File: src/adc_pkg.sv
// package: constants and types of the amplifier control byte interface
package adc_pkg;
  localparam logic [6:0] DEV_ADDR      = 7'h6C;
  localparam int         NUM_CH        = 4;
  localparam int         CHAN_BITS     = 6;
  localparam int         NUM_DIAG      = 4;
  // control byte one fields
  localparam int         C1_TIMING     = 7;
  localparam int         C1_DIAG_EN    = 6;
  localparam int         C1_OFS_EN     = 5;
  localparam int         C1_GAIN_FRONT = 4;
  localparam int         C1_GAIN_REAR  = 3;
  localparam int         C1_PLAY_FRONT = 2;
  localparam int         C1_PLAY_REAR  = 1;
  localparam int         C1_CLIP_THR   = 0;
  // control byte two fields
  localparam int         C2_CUR_THR    = 7;
  localparam int         C2_FAST_MUTE  = 6;
  localparam int         C2_FLAG_SEL   = 5;
  localparam int         C2_PLAY       = 4;
  localparam int         C2_LINE_MODE  = 3;
  localparam int         C2_CUR_EN     = 2;
  localparam int         C2_LOWQ_FRONT = 1;
  localparam int         C2_LOWQ_REAR  = 0;
  // channel byte fields
  localparam int         CH_SHORT_GND  = 0;
  localparam int         CH_SHORT_VCC  = 1;
  localparam int         CH_OPEN_OFS   = 2;
  localparam int         CH_SHORT_LOAD = 3;
  localparam int         CH_PERMANENT  = 4;
  localparam int         CH_CUR_OPEN   = 5;
  localparam int         SUB_AUTOINC   = 7;
  localparam logic [7:0] CTRL1_RST     = 8'h00;
  localparam logic [7:0] CTRL2_RST     = 8'h00;

  typedef enum logic [2:0] {
    ADC_IDLE  = 3'b000,
    ADC_ADDR  = 3'b001,
    ADC_SUB   = 3'b011,
    ADC_WDATA = 3'b010,
    ADC_RDATA = 3'b110,
    ADC_RACK  = 3'b111,
    ADC_WAIT  = 3'b101
  } adc_state_e;

  typedef struct packed {
    logic       thermal_warn;
    logic       diag_done;
    logic [3:0] short_gnd;
    logic [3:0] short_vcc;
    logic [3:0] open_ofs;
    logic [3:0] short_load;
    logic [3:0] permanent;
    logic [3:0] cur_open;
  } adc_diag_s;

  typedef struct packed {
    logic diag_en;
    logic ofs_en;
    logic gain12_front;
    logic gain12_rear;
    logic play_front;
    logic play_rear;
    logic clip10;
    logic turnon_normal;
    logic cur_thr_300;
    logic fast_mute;
    logic flag_offset;
    logic play;
    logic line_mode;
    logic cur_en;
    logic lowq_front;
    logic lowq_rear;
  } adc_ctrl_s;
endpackage

File: src/adc_ctrl.sv
// amplifier control and diagnostic byte slave on a two-wire serial bus
// Summary of operation
// - answer only slave address 1101100
// - direction bit zero writes, one reads
// - control one bit 6 enables diagnostic cycle
// - control one bit 5 enables offset detection
// - bits 4/3 pick front/rear gain 26/12dB
// - bits 2/1 unmute front/rear, zero mutes
// - control two bit 7 picks current threshold
// - control two bit 6 switches fast mute
// - control two bit 5 routes clip/offset flag
// - control two bit 4 leaves standby
// - control two bit 3 picks line-driver diagnostics
// - control two bit 2 enables current detection
// - control two bits 1/0 pick low quiescent
// - read returns four diagnostic bytes in order
// - byte one: thermal warning, cycle terminated
// - byte two: offset and current sensor active
// - channel bits 0,1,3 report short faults
// - channel bit 4 marks permanent diagnosis
// - channel bit 2 open load or offset
// - channel bit 5 current open, when enabled
// - byte three mirrors standby and diag enable
// - sub-address top bit selects auto-increment
module adc_ctrl (
  input  wire logic               mclk_i,
  input  wire logic               arst_n_i,
  input  wire logic               scl_i,
  input  wire logic               sda_i,
  output logic                    sda_o,
  output logic                    sda_oe_o,
  input  wire adc_pkg::adc_diag_s diag_i,
  input  wire logic               clip_det_i,
  input  wire logic               ofs_det_i,
  output adc_pkg::adc_ctrl_s      ctrl_o,
  output logic                    diag_cycle_o,
  output logic                    shared_flag_output_o
);

  // ****************************************************************
  // reset and input synchronisers
  // ****************************************************************
  logic       rst_m_q, rst_n_q;
  logic [1:0] scl_s_q, sda_s_q;
  logic       scl_d_q, sda_d_q;

  always_ff @(posedge mclk_i or negedge arst_n_i) begin
    if (!arst_n_i) begin
      rst_m_q <= 1'b0;
      rst_n_q <= 1'b0;
    end else begin
      rst_m_q <= 1'b1;
      rst_n_q <= rst_m_q;
    end
  end

  // only the second stage and its one-cycle delayed copy are looked at by the edge logic
  always_ff @(posedge mclk_i or negedge rst_n_q) begin
    if (!rst_n_q) begin
      scl_s_q <= 2'b11;
      sda_s_q <= 2'b11;
      scl_d_q <= 1'b1;
      sda_d_q <= 1'b1;
    end else begin
      scl_s_q <= {scl_s_q[0], scl_i};
      sda_s_q <= {sda_s_q[0], sda_i};
      scl_d_q <= scl_s_q[1];
      sda_d_q <= sda_s_q[1];
    end
  end

  logic scl, sda, scl_rise, scl_fall, start_c, stop_c;
  assign scl      = scl_s_q[1];
  assign sda      = sda_s_q[1];
  assign scl_rise = scl & ~scl_d_q;
  assign scl_fall = ~scl & scl_d_q;
  assign start_c  = scl & scl_d_q & sda_d_q & ~sda;
  assign stop_c   = scl & scl_d_q & ~sda_d_q & sda;

  // ****************************************************************
  // bus state machine
  // ****************************************************************
  adc_pkg::adc_state_e state_q;
  logic [3:0]          bit_q;
  logic [7:0]          shift_q;
  logic                ack_q;
  logic                autoinc_q;
  logic                ptr_q;
  logic [1:0]          rd_idx_q;
  logic [7:0]          ctrl1_q, ctrl2_q;
  logic [7:0]          tx_q;
  logic                sda_o_q, sda_oe_q;
  logic                byte_done;
  logic [7:0]          rx_byte;

  assign byte_done = scl_rise && (bit_q == 4'd7);
  assign rx_byte   = {shift_q[6:0], sda};

  // assemble the four diagnostic bytes, one per channel
  logic [7:0] dbyte [adc_pkg::NUM_DIAG];
  genvar g;
  generate
    for (g = 0; g < adc_pkg::NUM_CH; g++) begin : g_ch
      logic [7:0] low;
      assign low = {2'b00,
        diag_i.cur_open[g] & ctrl2_q[adc_pkg::C2_CUR_EN],
        diag_i.permanent[g],
        diag_i.short_load[g],
        diag_i.open_ofs[g],
        diag_i.short_vcc[g],
        diag_i.short_gnd[g]};
      if (g == 0) begin : g_b1
        assign dbyte[g] = low | {diag_i.thermal_warn, diag_i.diag_done, 6'h00};
      end else if (g == 1) begin : g_b2
        assign dbyte[g] = low | {ctrl1_q[adc_pkg::C1_OFS_EN],
                                 ctrl2_q[adc_pkg::C2_CUR_EN], 6'h00};
      end else if (g == 2) begin : g_b3
        assign dbyte[g] = low | {ctrl2_q[adc_pkg::C2_PLAY],
                                 ctrl1_q[adc_pkg::C1_DIAG_EN], 6'h00};
      end else begin : g_b4
        assign dbyte[g] = low;
      end
    end
  endgenerate

  always_ff @(posedge mclk_i or negedge rst_n_q) begin
    if (!rst_n_q) begin
      state_q   <= adc_pkg::ADC_IDLE;
      bit_q     <= 4'd0;
      shift_q   <= 8'h00;
      ack_q     <= 1'b0;
      autoinc_q <= 1'b0;
      ptr_q     <= 1'b0;
      rd_idx_q  <= 2'd0;
      ctrl1_q   <= adc_pkg::CTRL1_RST;
      ctrl2_q   <= adc_pkg::CTRL2_RST;
      tx_q      <= 8'h00;
    end else if (start_c) begin
      state_q <= adc_pkg::ADC_ADDR;
      bit_q   <= 4'd0;
      ack_q   <= 1'b0;
    end else if (stop_c) begin
      state_q <= adc_pkg::ADC_IDLE;
      ack_q   <= 1'b0;
    end else begin
      if (scl_rise && bit_q < 4'd8) begin
        shift_q <= rx_byte;
        bit_q   <= bit_q + 4'd1;
      end
      // acknowledge slot ends on falling edge after ninth clock
      if (scl_fall && bit_q == 4'd9) begin
        bit_q <= 4'd0;
        ack_q <= 1'b0;
      end
      if (scl_fall && bit_q == 4'd8) begin
        bit_q <= 4'd9;
      end
      case (state_q)
        adc_pkg::ADC_ADDR: begin
          if (byte_done) begin
            if (rx_byte[7:1] == adc_pkg::DEV_ADDR) begin
              ack_q    <= 1'b1;
              rd_idx_q <= 2'd0;
              state_q  <= rx_byte[0] ? adc_pkg::ADC_RDATA : adc_pkg::ADC_SUB;
              tx_q     <= dbyte[0];
            end else begin
              state_q  <= adc_pkg::ADC_WAIT;
            end
          end
        end
        adc_pkg::ADC_SUB: begin
          if (byte_done) begin
            ack_q     <= 1'b1;
            autoinc_q <= rx_byte[adc_pkg::SUB_AUTOINC];
            ptr_q     <= rx_byte[0];
            state_q   <= adc_pkg::ADC_WDATA;
          end
        end
        adc_pkg::ADC_WDATA: begin
          if (byte_done) begin
            ack_q <= 1'b1;
            if (!ptr_q) begin
              ctrl1_q <= rx_byte;
            end else begin
              ctrl2_q <= rx_byte;
            end
            if (autoinc_q) begin
              ptr_q <= ~ptr_q;
            end
          end
        end
        adc_pkg::ADC_RDATA: begin
          // master acknowledge sampled on ninth rising edge; the ninth
          // clock of the address byte carries our own ack and is skipped
          if (scl_rise && bit_q == 4'd9 && !ack_q) begin
            if (sda) begin
              state_q <= adc_pkg::ADC_WAIT;
            end else begin
              rd_idx_q <= rd_idx_q + 2'd1;
              tx_q     <= dbyte[2'(rd_idx_q + 2'd1)];
            end
          end
        end
        default: begin
        end
      endcase
    end
  end

  // ****************************************************************
  // data line drive, changed while the clock is low, and released on a start or stop
  // ****************************************************************
  always_ff @(posedge mclk_i or negedge rst_n_q) begin
    if (!rst_n_q) begin
      sda_o_q  <= 1'b1;
      sda_oe_q <= 1'b0;
    end else if (start_c || stop_c) begin
      sda_oe_q <= 1'b0;
    end else if (!scl) begin
      sda_o_q  <= 1'b0;
      // bit_q moves to 9 on the eighth fall, so both counts keep the
      // acknowledge low through the whole ninth clock
      if (ack_q && (bit_q == 4'd8 || bit_q == 4'd9)) begin
        sda_oe_q <= 1'b1;
      end else if (state_q == adc_pkg::ADC_RDATA && bit_q < 4'd8 &&
                   !(bit_q == 4'd0 && ack_q)) begin
        // open drain: enable only to pull a zero
        sda_oe_q <= ~tx_q[3'(4'd7 - bit_q)];
      end else begin
        sda_oe_q <= 1'b0;
      end
    end
  end
  assign sda_o    = sda_o_q;
  assign sda_oe_o = sda_oe_q;

  // ****************************************************************
  // amplifier control outputs
  // ****************************************************************
  adc_pkg::adc_ctrl_s ctrl_q;
  logic               flag_q;

  always_ff @(posedge mclk_i or negedge rst_n_q) begin
    if (!rst_n_q) begin
      ctrl_q <= '0;
      flag_q <= 1'b0;
    end else begin
      ctrl_q.turnon_normal <= ctrl1_q[adc_pkg::C1_TIMING];
      ctrl_q.diag_en       <= ctrl1_q[adc_pkg::C1_DIAG_EN];
      ctrl_q.ofs_en        <= ctrl1_q[adc_pkg::C1_OFS_EN];
      ctrl_q.gain12_front  <= ctrl1_q[adc_pkg::C1_GAIN_FRONT];
      ctrl_q.gain12_rear   <= ctrl1_q[adc_pkg::C1_GAIN_REAR];
      ctrl_q.play_front    <= ctrl1_q[adc_pkg::C1_PLAY_FRONT];
      ctrl_q.play_rear     <= ctrl1_q[adc_pkg::C1_PLAY_REAR];
      ctrl_q.clip10        <= ctrl1_q[adc_pkg::C1_CLIP_THR];
      ctrl_q.cur_thr_300   <= ctrl2_q[adc_pkg::C2_CUR_THR];
      ctrl_q.fast_mute     <= ctrl2_q[adc_pkg::C2_FAST_MUTE];
      ctrl_q.flag_offset   <= ctrl2_q[adc_pkg::C2_FLAG_SEL];
      ctrl_q.play          <= ctrl2_q[adc_pkg::C2_PLAY];
      ctrl_q.line_mode     <= ctrl2_q[adc_pkg::C2_LINE_MODE];
      ctrl_q.cur_en        <= ctrl2_q[adc_pkg::C2_CUR_EN];
      ctrl_q.lowq_front    <= ctrl2_q[adc_pkg::C2_LOWQ_FRONT];
      ctrl_q.lowq_rear     <= ctrl2_q[adc_pkg::C2_LOWQ_REAR];
      // detector inputs are same-clock logic, no synchroniser
      flag_q <= ctrl2_q[adc_pkg::C2_FLAG_SEL] ? ofs_det_i
                                              : clip_det_i;
    end
  end
  assign ctrl_o               = ctrl_q;
  assign diag_cycle_o         = ctrl_q.diag_en;
  assign shared_flag_output_o = flag_q;

endmodule // adc_ctrl

File: config.mk
export PLATFORM = sky130hd
export DESIGN_NAME = adc_ctrl
export DESIGN_NICKNAME = d
export VERILOG_FILES = /design/src/adc_pkg.sv /design/src/adc_ctrl.sv
export SDC_FILE = /design/constraint.sdc
export NUM_CORES = 1
export LEC_CHECK = 0
export BUFFER_PORTS_ARGS = -buffer_cell sky130_fd_sc_hd__buf_2
export CAP_MARGIN = 30
export CORE_MARGIN = 5
export CORE_UTILIZATION = 45
export CTS_CLUSTER_DIAMETER = 60
export DETAILED_ROUTE_END_ITERATION = 10
export PLACE_DENSITY = 0.7
export RECOVER_POWER = 25
export SKIP_LAST_GASP = 1
export SLEW_MARGIN = 25
export SYNTH_ARGS = -nofsm -noshare
export SYNTH_HDL_FRONTEND = slang
export SYNTH_SLANG_ARGS = --single-unit
File: constraint.sdc
create_clock -name mclk_i -period 2.35 [get_ports mclk_i]
set_input_delay 0.1175 -clock mclk_i [delete_from_list [all_inputs] [get_ports mclk_i]]
set_output_delay 0.1175 -clock mclk_i [all_outputs]
set_load 0.1 [all_outputs]
### After elaboration in Yosys (flattened, before gate mapping)

Cells that the tools add are included.

| word-level totals | value |
|---|---|
| register bits after elaboration | 70 |
| bits of input ports | 32 |
| output and inout port bits | 20 |

| operators by class | value |
|---|---|
| add/sub/neg operators | 3 |
| order comparisons | 3 |
| equal/unequal tests | 21 |
| muxes and demuxes | 45 |
| bitwise logic cells | 24 |
| reduce and logical (&&, ||, !) cells | 29 |

Operators by type and width:

| operator | number |
|---|---|
| 2-to-1 mux 8 bit | 6 |
| 2-to-1 mux 3 bit | 8 |
| bitwise OR 6 x 8 -> 8 bit | 3 |
| 2-to-1 mux 4 bit | 5 |
| binary-select mux 8 bit (select 2 bit) | 1 |
| != test 2 bit, second input constant | 8 |
| != test 4 bit, second input constant | 4 |
| case mux 8 bit (2 select lines) | 1 |
| 2-to-1 mux 1 bit | 15 |
| AND reduction 5 bit | 3 |
| AND 1 bit | 11 |
| logical AND 1 bit | 10 |
| NOT 1 bit | 9 |
| case mux 3 bit (3 select lines) | 1 |
| == test 4 bit, second input constant | 2 |
| 2-to-1 mux 2 bit | 4 |
| == test 7 bit, second input constant | 1 |
| AND reduction 7 bit | 1 |
| == test 3 x 2 -> 1 bit, second input constant | 2 |
| AND reduction 6 bit | 1 |
| nonzero test 5 bit | 1 |
| adder 4 x 1 -> 4 bit, second input constant | 1 |
| == test 4 x 3 -> 1 bit, second input constant | 1 |
| logical NOT 4 bit | 1 |
| 20 further kinds | 25 |

### Depth between registers and ports, before layout

Gate-level depths: netlist (run 1).

| depth | value |
|---|---|
| word-level depth | 9 |
| mapped depth | 7 |

### Worst setup path after synthesis (run 1)

Ideal clock, no wire load.

| timing path | value |
|---|---|
| kind | register to register |
| from | register bit_q[0] |
| to | register ctrl2_q[0] |
| arrival | 1.833 ns |
| data required time | 2.225 ns |
| setup slack | 0.392 ns |
| cell stages (with the launch flop) | 7 |
| path buffers | 1 |
| period minus slack after synthesis | 1.958 ns |
| path through | dfrtp_1 > ha_1 > and3b_1 > nand3_4 > or3b_1 > buf_6 > mux2_4 |

| on the way | value |
|---|---|
| longest elaborated chain between the ends | 3 |

Ends and longest elaborated chain:

| item | line | RTL |
|---|---|---|
| start, declared | adc_ctrl.sv:84 | `logic [3:0] bit_q;` |
| start signal, assigned | adc_ctrl.sv:148 | `bit_q <= bit_q + 4'd1;` |
| == test 4 x 3 -> 1 bit | adc_ctrl.sv:96 | `assign byte_done = scl_rise && (bit_q == 4'd7);` |
| logical AND 1 bit | adc_ctrl.sv:96 |  |
| AND reduction 5 bit (no line) | -- |  |
| end signal, assigned | adc_ctrl.sv:136 | `ctrl2_q <= adc_pkg::CTRL2_RST;` |
| end signal, assigned | adc_ctrl.sv:185 | `ctrl2_q <= rx_byte;` |
| end, declared | adc_ctrl.sv:90 | `logic [7:0] ctrl1_q, ctrl2_q;` |

No other way between the ends.
A chain may end at the register's enable or synchronous reset.

### Worst setup path after layout (run 1)

| timing path | value |
|---|---|
| from | register bit_q[1] |
| to | register ctrl2_q[7] |

Same word-level chain as after synthesis.

==> impl_results.md, run 1 <==
* Die width at 94.3 µm
* Max-cap viol count at 0
* Final ANT Viol Nets at 0
* Average wire per standard cell at 15.8 µm
* CP required at 2.58 ns
* Skew-Pair Late Insertion Delay at 0.34 ns
* Most frequent cells in the layout: dfrtp_1, buf_2, mux2_2
* CTS Buf Count at 9
* Via count at between 2000 and 2500
* Post-Syn Nets at 284
* Worst-path cell chain: ha_1, and3b_1, nand3_4, or3b_1, mux2_4
* HPWL Detailed at 4610 µm
* CP max stage cell: or3b_1
* Area of the mapped netlist at 3200 µm²
* RSZ-0062 raised after global routing: false
* WP data arrival at around 2.4 ns
* First drt pass iteration count at 4
* Clock skew at 0.00799 ns
* FF+latch count, synth at 70
* Final layout net count at roughly 340
* Max Root-Sink Buffers at 2
* Most common cell after layout, fill and taps aside: dfrtp_1
* Antenna violations before repair at 0
* Pwr dens at 746 nW/µm²
* Buf/Inv on CP at 0
* YS warnings at 0
* Avg Cell Area, Syn at 12.8 µm²
* Total Die Area at 8900 µm²
* GRT busiest layer: met2
* Ant diodes at 0
* Status: finished clean
* Largest net degree at the start of global routing at 38
* M1 GR Usage at 0.207
* Initial Util at 0.466
* Vias in the first global route at 2304
* Fmax at 452 MHz
* Synth top area cells: dfrtp_1, mux2_2, dfstp_2
* First-pass GRT wire length at approximately 11000 µm
* Slew Viols, Final at 0
* Setup Crit Path Kind: reg -> reg
* Core footprint at 6870 µm²
* Die H at 94.3 µm
* DR iter-0 viols at 105
* GP Congestion at roughly 0.86
* M2 GR Usage at 0.255
* Cells after Synth at 249
* EDFF count, synth at 0
* Fraction of layout cells with a size suffix above 1 at 0.415
* DRC at 0
* Hold Violations, Final at 0
* Worst setup SP type: flop
* Cell variety after synth at 54
* Dominant synthesized flop cell: dfrtp_1
* TNS Setup at 0 ns
* CTS Root Cell: clkbuf_8
* Slew margin rel. at 0.177
* Final wirelength at 6450 µm
* Crit end category: flop
* Worst Max-Slew Pin Slew at 1.23 ns
* GRT Overall Usage at 0.162
* Setup-failing EPs final at 0
* Worst-path maximum fanout at 8
* Worst vdd ir at 0.412 mV
* CP top delay family: simple AND/OR/NAND/NOR gates
* Final worst path period share at 0.942
* Tmin final at 2.21 ns
* Synth top area share at 0.493
* Leading area contributor after synthesis: dfrtp_1
* # IOs at between 50 and 60
* GRT overflow at 0
* Worst hold-check path type: in -> async
* Critical path's largest stage delay at 0.61 ns
* Hold_ws at slightly above 0.08 ns
* Avg Vias per Cell at 5.28
* Clock Sink Count at 70
* Seq/Total Area, Yosys at 0.550
* Buffers added on ports at 51
* Reg clk slew, reported paths at 0.07 ns
* TritonCTS clock tree: yes
* GR Util met3 at 0.0457
* Syn-to-layout area delta at 19.1%
* Post-synth ARST share at 1.00
* Final Util at 0.555
* FP Rows at 30
* H-tree levels at 3
* LEAKAGE at 1.84 nW
-- cell families (layout without fill, tap and decap cells) --
kind of cell / count (synthesis) / count (layout) / share of synthesized area
simple gates: 71 / 71 / 0.137
compound gates: 38 / 38 / 0.0884
buf+inv: 18 / 82 / 0.0285
other cells: 1 / 1 / 0.00117
xor+xnor: 2 / 2 / 0.00548
flops: 70 / 70 / 0.550
fa+ha+maj: 3 / 3 / 0.0117
mux: 46 / 46 / 0.177
-- registers in the layout, indices dropped and copies added (netlist names), 2 cells and up --
signal,count
bit_q,4
tx_q,8
rd_idx_q,2
scl_s_q,2
state_q,3
shift_q,7
sda_s_q,2
ctrl_o,15
ctrl2_q,8
ctrl1_q,8
-- area by class of cell --
class	instances	area, µm²
Clock buffer	9	124
Clock inverter	6	63.8
Fill cell	601	3060
Inverter	3	11.3
Multi-Input combinational cell	161	1360
Sequential cell	70	1760
Tap cell	96	120
Timing Repair Buffer	64	377
-- where the power goes --
part / switching [W] / total (W) / internal, W
sequential: 0.000171 / 0.00148 / 0.00131
combinational: 0.000206 / 0.000436 / 0.000230
clock: 0.000442 / 0.000924 / 0.000482
-- through the flow --
stage / worst slack (ns) / cells / area, µm² / power, W
final: 0.136 / 409 / 3810 / 0.00284
after global routing: 0.0300 / 409 / 3810 / 0.00301
after CTS: 0.139 / 409 / 3810 / 0.00288
after detailed placement: 0.173 / 389 / 3570 / 0.00194
after global placement: 0.242 / 389 / 3570 / 0.00192
after floorplan: 0.269 / 249 / 3200 / 0.00176
-- cell usage after synthesis, types with 3 or more instances --
master      n
dfrtp_1    63
mux2_2     33
nor2_1     16
nand2_1    11
a21oi_1    10
o2bb2ai_1   9
clkbuf_1    8
mux2_4      8
dfstp_2     7
nand3_1     6
o22ai_1     5
buf_2       4
nand4_1     4
nor2b_1     4
nor3_1      4
and3b_1     3
ha_1        3
inv_1       3
mux2i_1     3
nand2b_1    3
-- routing by layer --
| metal | vias up | wire length [µm] |
|---|---|---|
| met5 | - | 0 |
| met4 | 0 | 135 |
| met3 | 12 | 434 |
| met2 | 72 | 2970 |
| met1 | 1044 | 2920 |
| li1 | 1032 | - |
-- repair_timing --
action                                 4_1_cts  5_1_grt
setup endpoints to repair                    0        8
hold buffers                                 5        0
gates resized for setup                      0        1
endpoints found under the hold margin        5        0
setup buffers                                0        0
-- final timing paths --
| path | start | endpoint | slack, ns | cells after the start |
|---|---|---|---|---|
| worst max-delay path | bit_q[1] | ctrl2_q[7] | 0.14 | 5 |
| worst min-delay path | arst_n_i | rst_n_q | 0.08 | 2 |
| worst max register to register | bit_q[1] | ctrl2_q[7] | 0.14 | 5 |
| worst min register to register | rst_m_q | rst_n_q | 0.35 | 0 |
| max in group asynchronous | rst_n_q | scl_d_q | 0.98 | 1 |
| min in group mclk_i | diag_i[25] | tx_q[7] | 0.15 | 3 |
-- worst reg2reg max path, stage by stage, from the launching register on --
cell and delay [ns]:
dfrtp_1 0.46, ha_1 0.26, and3b_1 0.30, nand3_4 0.11, or3b_1 0.61, mux2_4 0.38
Power figures use the tool's default switching activity.
==> inputs of run 2 (changes only) <==
--- a/config.mk
+++ b/config.mk
@@ -7,6 +7,7 @@
 export LEC_CHECK = 0
 export BUFFER_PORTS_ARGS = -buffer_cell sky130_fd_sc_hd__buf_2
 export CAP_MARGIN = 30
+export CORE_ASPECT_RATIO = 2
 export CORE_MARGIN = 5
 export CORE_UTILIZATION = 45
 export CTS_CLUSTER_DIAMETER = 60
==> run 2 against run 1 <==
  * The run now ends with capacitance limit, slew limit left
  * Final cell count down 1.7%
  * Power rose by 18%
  * Worst setup slack better by 0.0018 ns
  * Register-to-register slack about the same
  * Clock-buffer cell count increased by 2
  * First-iteration DRC count decreased by 53%
  * Combinational power up 0.9%
  * Critical path type unchanged
  * Critical endpoint is now ctrl2_q[0]
  * Highest routed layer unchanged
==> impl_results.md, run 2 (same netlist as run 1, synthesis figures left out) <==
* GRT overflow at 0 (unchanged)
* Post-CTS setup repair buffer count at 0 (unchanged)
* # IOs at 52 (unchanged)
* Hold path cells at 2
* First drt pass iteration count at 4 (unchanged)
* Ant diodes at 0 (unchanged)
* CTS Root Cell: clkbuf_16
* Die H at 129 µm (+37%)
* Final worst path period share at 0.942 (about the same)
* Resized Gates After CTS at 0 (unchanged)
* FP Rows at 43 (+43%)
* Via count at 2170 (+0.46%)
* Buffers added on ports at 51 (unchanged)
* Fraction of layout cells with a size suffix above 1 at 0.413 (-0.00187)
* Critical path's largest stage delay at 0.62 ns (about the same)
* Reg clk slew, reported paths at 0.05 ns (-0.02 ns)
* Crit end category: flop
* TNS Setup at 0 ns (unchanged)
* CP required at 2.56 ns (-0.02 ns)
* GP Congestion at 0.821 (-4.5%)
* Clock skew at 0.00630 ns (-0.00169 ns)
* Worst r2r path cells at 5 (unchanged)
* Worst vdd ir at 0.466 mV (+13%)
* Worst-path maximum fanout at 8 (unchanged)
* Largest net degree at the start of global routing at 69 (+82%)
* Final layout net count at 342 (-0.58%)
* Most frequent cells in the layout: dfrtp_1, buf_2, mux2_2
* Slew Viols, Final at 69 (+69)
* Switching power at 0.000866 W (+5.8%)
* Avg Vias per Cell at 5.40 (+2.2%)
* Vias in the first global route at 2373 (+3.0%)
* Status: finished, violations left
* CTS Buf Count at 9 (unchanged)
* Final Power at 0.00336 W (+18%)
* Average wire per standard cell at 16.6 µm (+5.1%)
* Most common cell after layout, fill and taps aside: dfrtp_1
* Power share of the sequential group at 0.439 (-0.083)
* Comb power frac at 0.131 (-0.022)
* RSZ-0062 raised after global routing: false
* Fmax at 452 MHz (about the same)
* Pwr dens at 863 nW/µm² (+16%)
* Clk pwr share at 0.430 (+0.105)
* Antenna violations before repair at 0 (unchanged)
* Final ANT Viol Nets at 0 (unchanged)
* Max-cap viol count at 1 (+1)
* DRC at 0 (unchanged)
* Setup-failing EPs final at 0 (unchanged)
* Core footprint at 6940 µm² (+1.0%)
* LEAKAGE at 1.88 nW (+2.3%)
* Worst Max-Slew Pin Slew at 1.63 ns (+0.393 ns)
* Initial Util at 0.461 (-0.00479)
* Final wirelength at 6670 µm (+3.3%)
* DR iter-0 viols at 49 (-53%)
* Hold Violations, Final at 0 (unchanged)
* TritonCTS clock tree: yes
* Worst-path cell chain: ha_1, and3b_1, nand3_4, or3b_1, mux2_4
* Tmin final at 2.21 ns (-0.00183 ns)
* Worst setup SP type: flop
* Failing checks: capacitance limit, slew limit
* Worst hold-check path type: in -> reg
* CP max stage cell: or3b_1
* Max Root-Sink Buffers at 2 (unchanged)
* Clock Sink Count at 70 (unchanged)
* Setup Crit Path Kind: reg -> reg
* Max reg flops at 15 (unchanged)
* HPWL Detailed at 4850 µm (+5.2%)
* GRT Overall Usage at 0.163 (+0.00121)
* Skew-Pair Late Insertion Delay at 0.33 ns (about the same)
* Die width at 69.6 µm (-26%)
* First-pass GRT wire length at 11400 µm (+1.9%)
* Internal Power at 0.00250 W (+23%)
* H-tree levels at 3 (unchanged)
* Total Die Area at 9000 µm² (+1.1%)
* Final Util at 0.561 (+0.00656)
* Syn-to-layout area delta at 21.8%
* Net Sw Frac at 0.258 (-0.0303)
* Slew margin rel. at -0.0846 (-0.262)
* WP data arrival at 2.42 ns (-0.02 ns)
## run 2: repair_timing
action	in CTS	in global routing
hold endpoints to repair	4	0
hold buffers	3	0
endpoints found under the setup margin	0	0
## run 2: final cells by class
class	count	area (µm²)
fillers	563	3040
flip-flops and latches	70	1760
multi-input cells	161	1350
repair buffers	62	338
clock buffers	11	243
well taps	90	113
clock inverters	5	82.6
inverters	3	11.3
## run 2: worst paths after layout
path                                 start                   end  slack, ns
worst max-delay path              bit_q[1]            ctrl2_q[0]       0.14
worst min-delay path            clip_det_i  shared_flag_output_o       0.02
worst max register to register    bit_q[1]            ctrl2_q[0]       0.14
worst min register to register  sda_s_q[0]            sda_s_q[1]       0.36
max in group asynchronous          rst_n_q             ctrl_o[5]       0.62
min in group asynchronous         arst_n_i               rst_n_q       0.12
## run 2: per-layer routing
metal,track usage,part of all wire,wire [µm],vias up
met5,0,0,0,-
met4,0.0948,0.019,128,0
met3,0.0342,0.036,241,9
met2,0.296,0.57,3830,45
met1,0.174,0.37,2470,1087
li1,-,-,-,1029
## run 2: per-stage QoR
stage          instances  setup slack (ns)  instance area (µm²)  hold slack [ns]
2_1_floorplan        249             0.269                 3200           -0.178
3_3_place_gp         383             0.216                 3550          -0.0979
3_5_place_dp         383             0.154                 3550          -0.0876
4_1_cts              402             0.132                 3900           0.0114
5_1_grt              402            0.0363                 3900           0.0227
6_report             402             0.137                 3900           0.0170
## run 2: power by group through the flow
| stage | Combinational [W] | Clock (W) | Sequential, W |
|---|---|---|---|
| detailed placement | 0.000434 | 0 | 0.00150 |
| finish | 0.000440 | 0.00145 | 0.00148 |
| global route | 0.000497 | 0.00152 | 0.00150 |
| global placement | 0.000421 | 0 | 0.00149 |
| floorplan | 0.000301 | 0 | 0.00146 |
| CTS | 0.000445 | 0.00147 | 0.00148 |
## run 2: worst max-delay path, delay by kind of cell, from the launching register on
family                     cells  cell delay [ns]
DFF                            1             0.46
and+or+nand+nor                3             1.00
muxes                          1             0.37
adders and majority gates      1             0.26
==> inputs of run 3 (changes only) <==
==> constraint.sdc (replaced) <==
create_clock -name mclk_i -period 2.35 [get_ports mclk_i]
set_input_delay 0.1175 -clock mclk_i [delete_from_list [all_inputs] [get_ports mclk_i]]
set_output_delay 0.1175 -clock mclk_i [all_outputs]
set_load 0.01 [all_outputs]
==> run 3 against run 2 <==
  * Maximum frequency about the same
  * Critical path depth stayed put
  * Routed wire length barely moved
  * Largest cell class unchanged
  * Combinational power decreased by 3%
  * Worst hold slack worse by 0.00059 ns
  * Critical path type unchanged
  * Die area stayed put
  * Final cell count unchanged
  * Worst setup slack improved by 0.0018 ns
  * Via count increased by 0.14%
  * The run now ends clean
  * First-iteration DRC count rose by 2.0%
  * Non-clock buffer count unchanged
  * Global-route usage unchanged
==> impl_results.md, run 3 (same netlist as run 1, synthesis figures left out) <==
* Slew Viols, Final at 0 (-100%)
* Worst Max-Slew Pin Slew at 0.840 ns (-0.787 ns)
* FF-to-FF End: ctrl2_q[0]
* Critical path's largest stage delay at 0.62 ns (about the same)
* CP required at 2.56 ns (about the same)
* Max-cap viol count at 0 (-1)
* RR Startpoint: bit_q[1]
* Worst vdd ir at 0.461 mV (-1.1%)
* Vias in the first global route at 2373 (unchanged)
* Clock skew at 0.00634 ns (+0.0000379 ns)
* CP max stage cell: or3b_1
* Tmin final at 2.21 ns (-0.00175 ns)
* Reg clk slew, reported paths at 0.06 ns (about the same)
* Resized Gates After CTS at 0 (unchanged)
* Worst hold-check path type: in -> reg
* Crit end category: flop
* GP Congestion at 0.821 (unchanged)
* Post-route cell area at 3880 µm² (-0.32%)
* GRT overflow at 0 (unchanged)
* Worst-path maximum fanout at 8 (unchanged)
* Via count at 2173 (+0.14%)
* Average wire per standard cell at 16.6 µm (about the same)
* TritonCTS clock tree: yes
* Initial Util at 0.461 (unchanged)
* RSZ-0062 raised after global routing: false
* HPWL Detailed at 4850 µm (unchanged)
* Placed standard-cell area at 3550 µm² (unchanged)
* # IOs at 52 (unchanged)
* DR iter-0 viols at 50 (+2.0%)
* WHS Endpoint: shared_flag_output_o
* Max Root-Sink Buffers at 2 (unchanged)
* Clock Sink Count at 70 (unchanged)
* First-pass GRT wire length at 11400 µm (unchanged)
* Worst r2r path cells at 5 (unchanged)
* Pwr dens at 862 nW/µm² (-0.11%)
* CP top delay family: simple AND/OR/NAND/NOR gates
* Pre-CTS setup slack at 0.154 ns (unchanged)
* Final ANT Viol Nets at 0 (unchanged)
* WP data arrival at 2.42 ns (about the same)
* GRT Overall Usage at 0.163 (unchanged)
* Status: finished clean
* Max reg flops at 15 (unchanged)
* Worst-path cell chain: ha_1, and3b_1, nand3_4, or3b_1, mux2_4
* TNS Setup at 0 ns (unchanged)
* Fmax at 452 MHz (about the same)
* Buf/Inv on CP at 0 (unchanged)
* Fillers at 570 (+1.2%)
* Total Die Area at 9000 µm² (unchanged)
* Final worst path period share at 0.941 (about the same)
* CTS Hold Bufs at 3 (unchanged)
* Most frequent cells in the layout: dfrtp_1, buf_2, mux2_2
* Worst setup SP type: flop
* FF/Latch Area at 1760 µm² (unchanged)
* Avg Vias per Cell at 5.41 (+0.14%)
* Slew margin rel. at 0.440 (+0.525)
* Post-CTS setup repair buffer count at 0 (unchanged)
* Final wirelength at 6670 µm (about the same)
* Setup-failing EPs final at 0 (unchanged)
* Syn-to-layout area delta at 21.4%
* Largest net degree at the start of global routing at 69 (unchanged)
* Hold Violations, Final at 0 (unchanged)
* Skew-Pair Late Insertion Delay at 0.33 ns (about the same)
* FP Rows at 43 (unchanged)
* Die H at 129 µm (unchanged)
* LEAKAGE at 1.83 nW (-2.7%)
* H-tree levels at 3 (unchanged)
* Antenna violations before repair at 0 (unchanged)
* First drt pass iteration count at 4 (unchanged)
* Buffers added on ports at 51 (unchanged)
* Final layout net count at 342 (unchanged)
* Core footprint at 6940 µm² (unchanged)
* DRC at 0 (unchanged)
* Reg-to-reg slack, setup at 0.14 ns (about the same)
* Die width at 69.6 µm (unchanged)
* Post-route setup slack at 0.139 ns (+0.00175 ns)
* Ant diodes at 0 (unchanged)
* Fraction of layout cells with a size suffix above 1 at 0.375 (-0.0385)
* Start point of the worst hold path: clip_det_i
* Setup Crit Path Kind: reg -> reg
* Area of the multi-input gates at 1350 µm² (unchanged)
* CTS Root Cell: clkbuf_16
* Most common cell after layout, fill and taps aside: dfrtp_1
* Hold path cells at 2 (unchanged)
* CTS Buf Count at 9 (unchanged)
==> run 3: cell count changes in the layout (fill, tap and decap cells not counted), sizes merged <==
cell	previous run	this run
buf	56	45
clkbuf	14	25
==> run 3: where the power goes <==
group | leakage [nW] | internal (W) | total [W] | switching, W
registers | 0.915 | 0.00132 | 0.00147 | 0.000159
logic | 0.754 | 0.000223 | 0.000426 | 0.000204
clock network | 0.160 | 0.000959 | 0.00145 | 0.000488
==> run 3: routing by layer <==
| layer | part of all wire | track usage | up-vias |
|---|---|---|---|
| met5 | 0 | 0 | - |
| met4 | 0.021 | 0.0948 | 0 |
| met3 | 0.040 | 0.0342 | 11 |
| met2 | 0.57 | 0.296 | 51 |
| met1 | 0.37 | 0.174 | 1084 |
| li1 | - | - | 1027 |
==> run 3: final cells by class <==
| class | count | area share |
|---|---|---|
| Tap cell | 90 | 0.0290 |
| Sequential cell | 70 | 0.454 |
| Timing Repair Buffer | 62 | 0.0838 |
| Inverter | 3 | 0.00290 |
| Clock inverter | 5 | 0.0213 |
| Clock buffer | 11 | 0.0625 |
| Multi-Input combinational cell | 161 | 0.347 |
==> run 3: worst max path at each step <==
stage | end | from | slack (ns) | cells after the start
after floorplan | ack_q | rst_n_q | 0.27 | 0
after global placement | ctrl2_q[5] | bit_q[1] | 0.22 | 5
after detailed placement | ctrl2_q[0] | bit_q[1] | 0.15 | 5
after CTS | ctrl2_q[0] | bit_q[1] | 0.13 | 5
after global routing | ctrl2_q[0] | bit_q[1] | 0.04 | 5
final | ctrl2_q[0] | bit_q[1] | 0.14 | 5
==> run 3: per-stage QoR <==
step / total power, W / util / hold WS [ns] / cells
after CTS: 0.00337 / 0.562 / 0.0114 / 402
final: 0.00335 / 0.560 / 0.0164 / 402
after global placement: 0.00189 / 0.511 / -0.0979 / 383
after global routing: 0.00350 / 0.560 / 0.0227 / 402
after floorplan: 0.00175 / - / -0.178 / 249
after detailed placement: 0.00191 / 0.511 / -0.0876 / 383
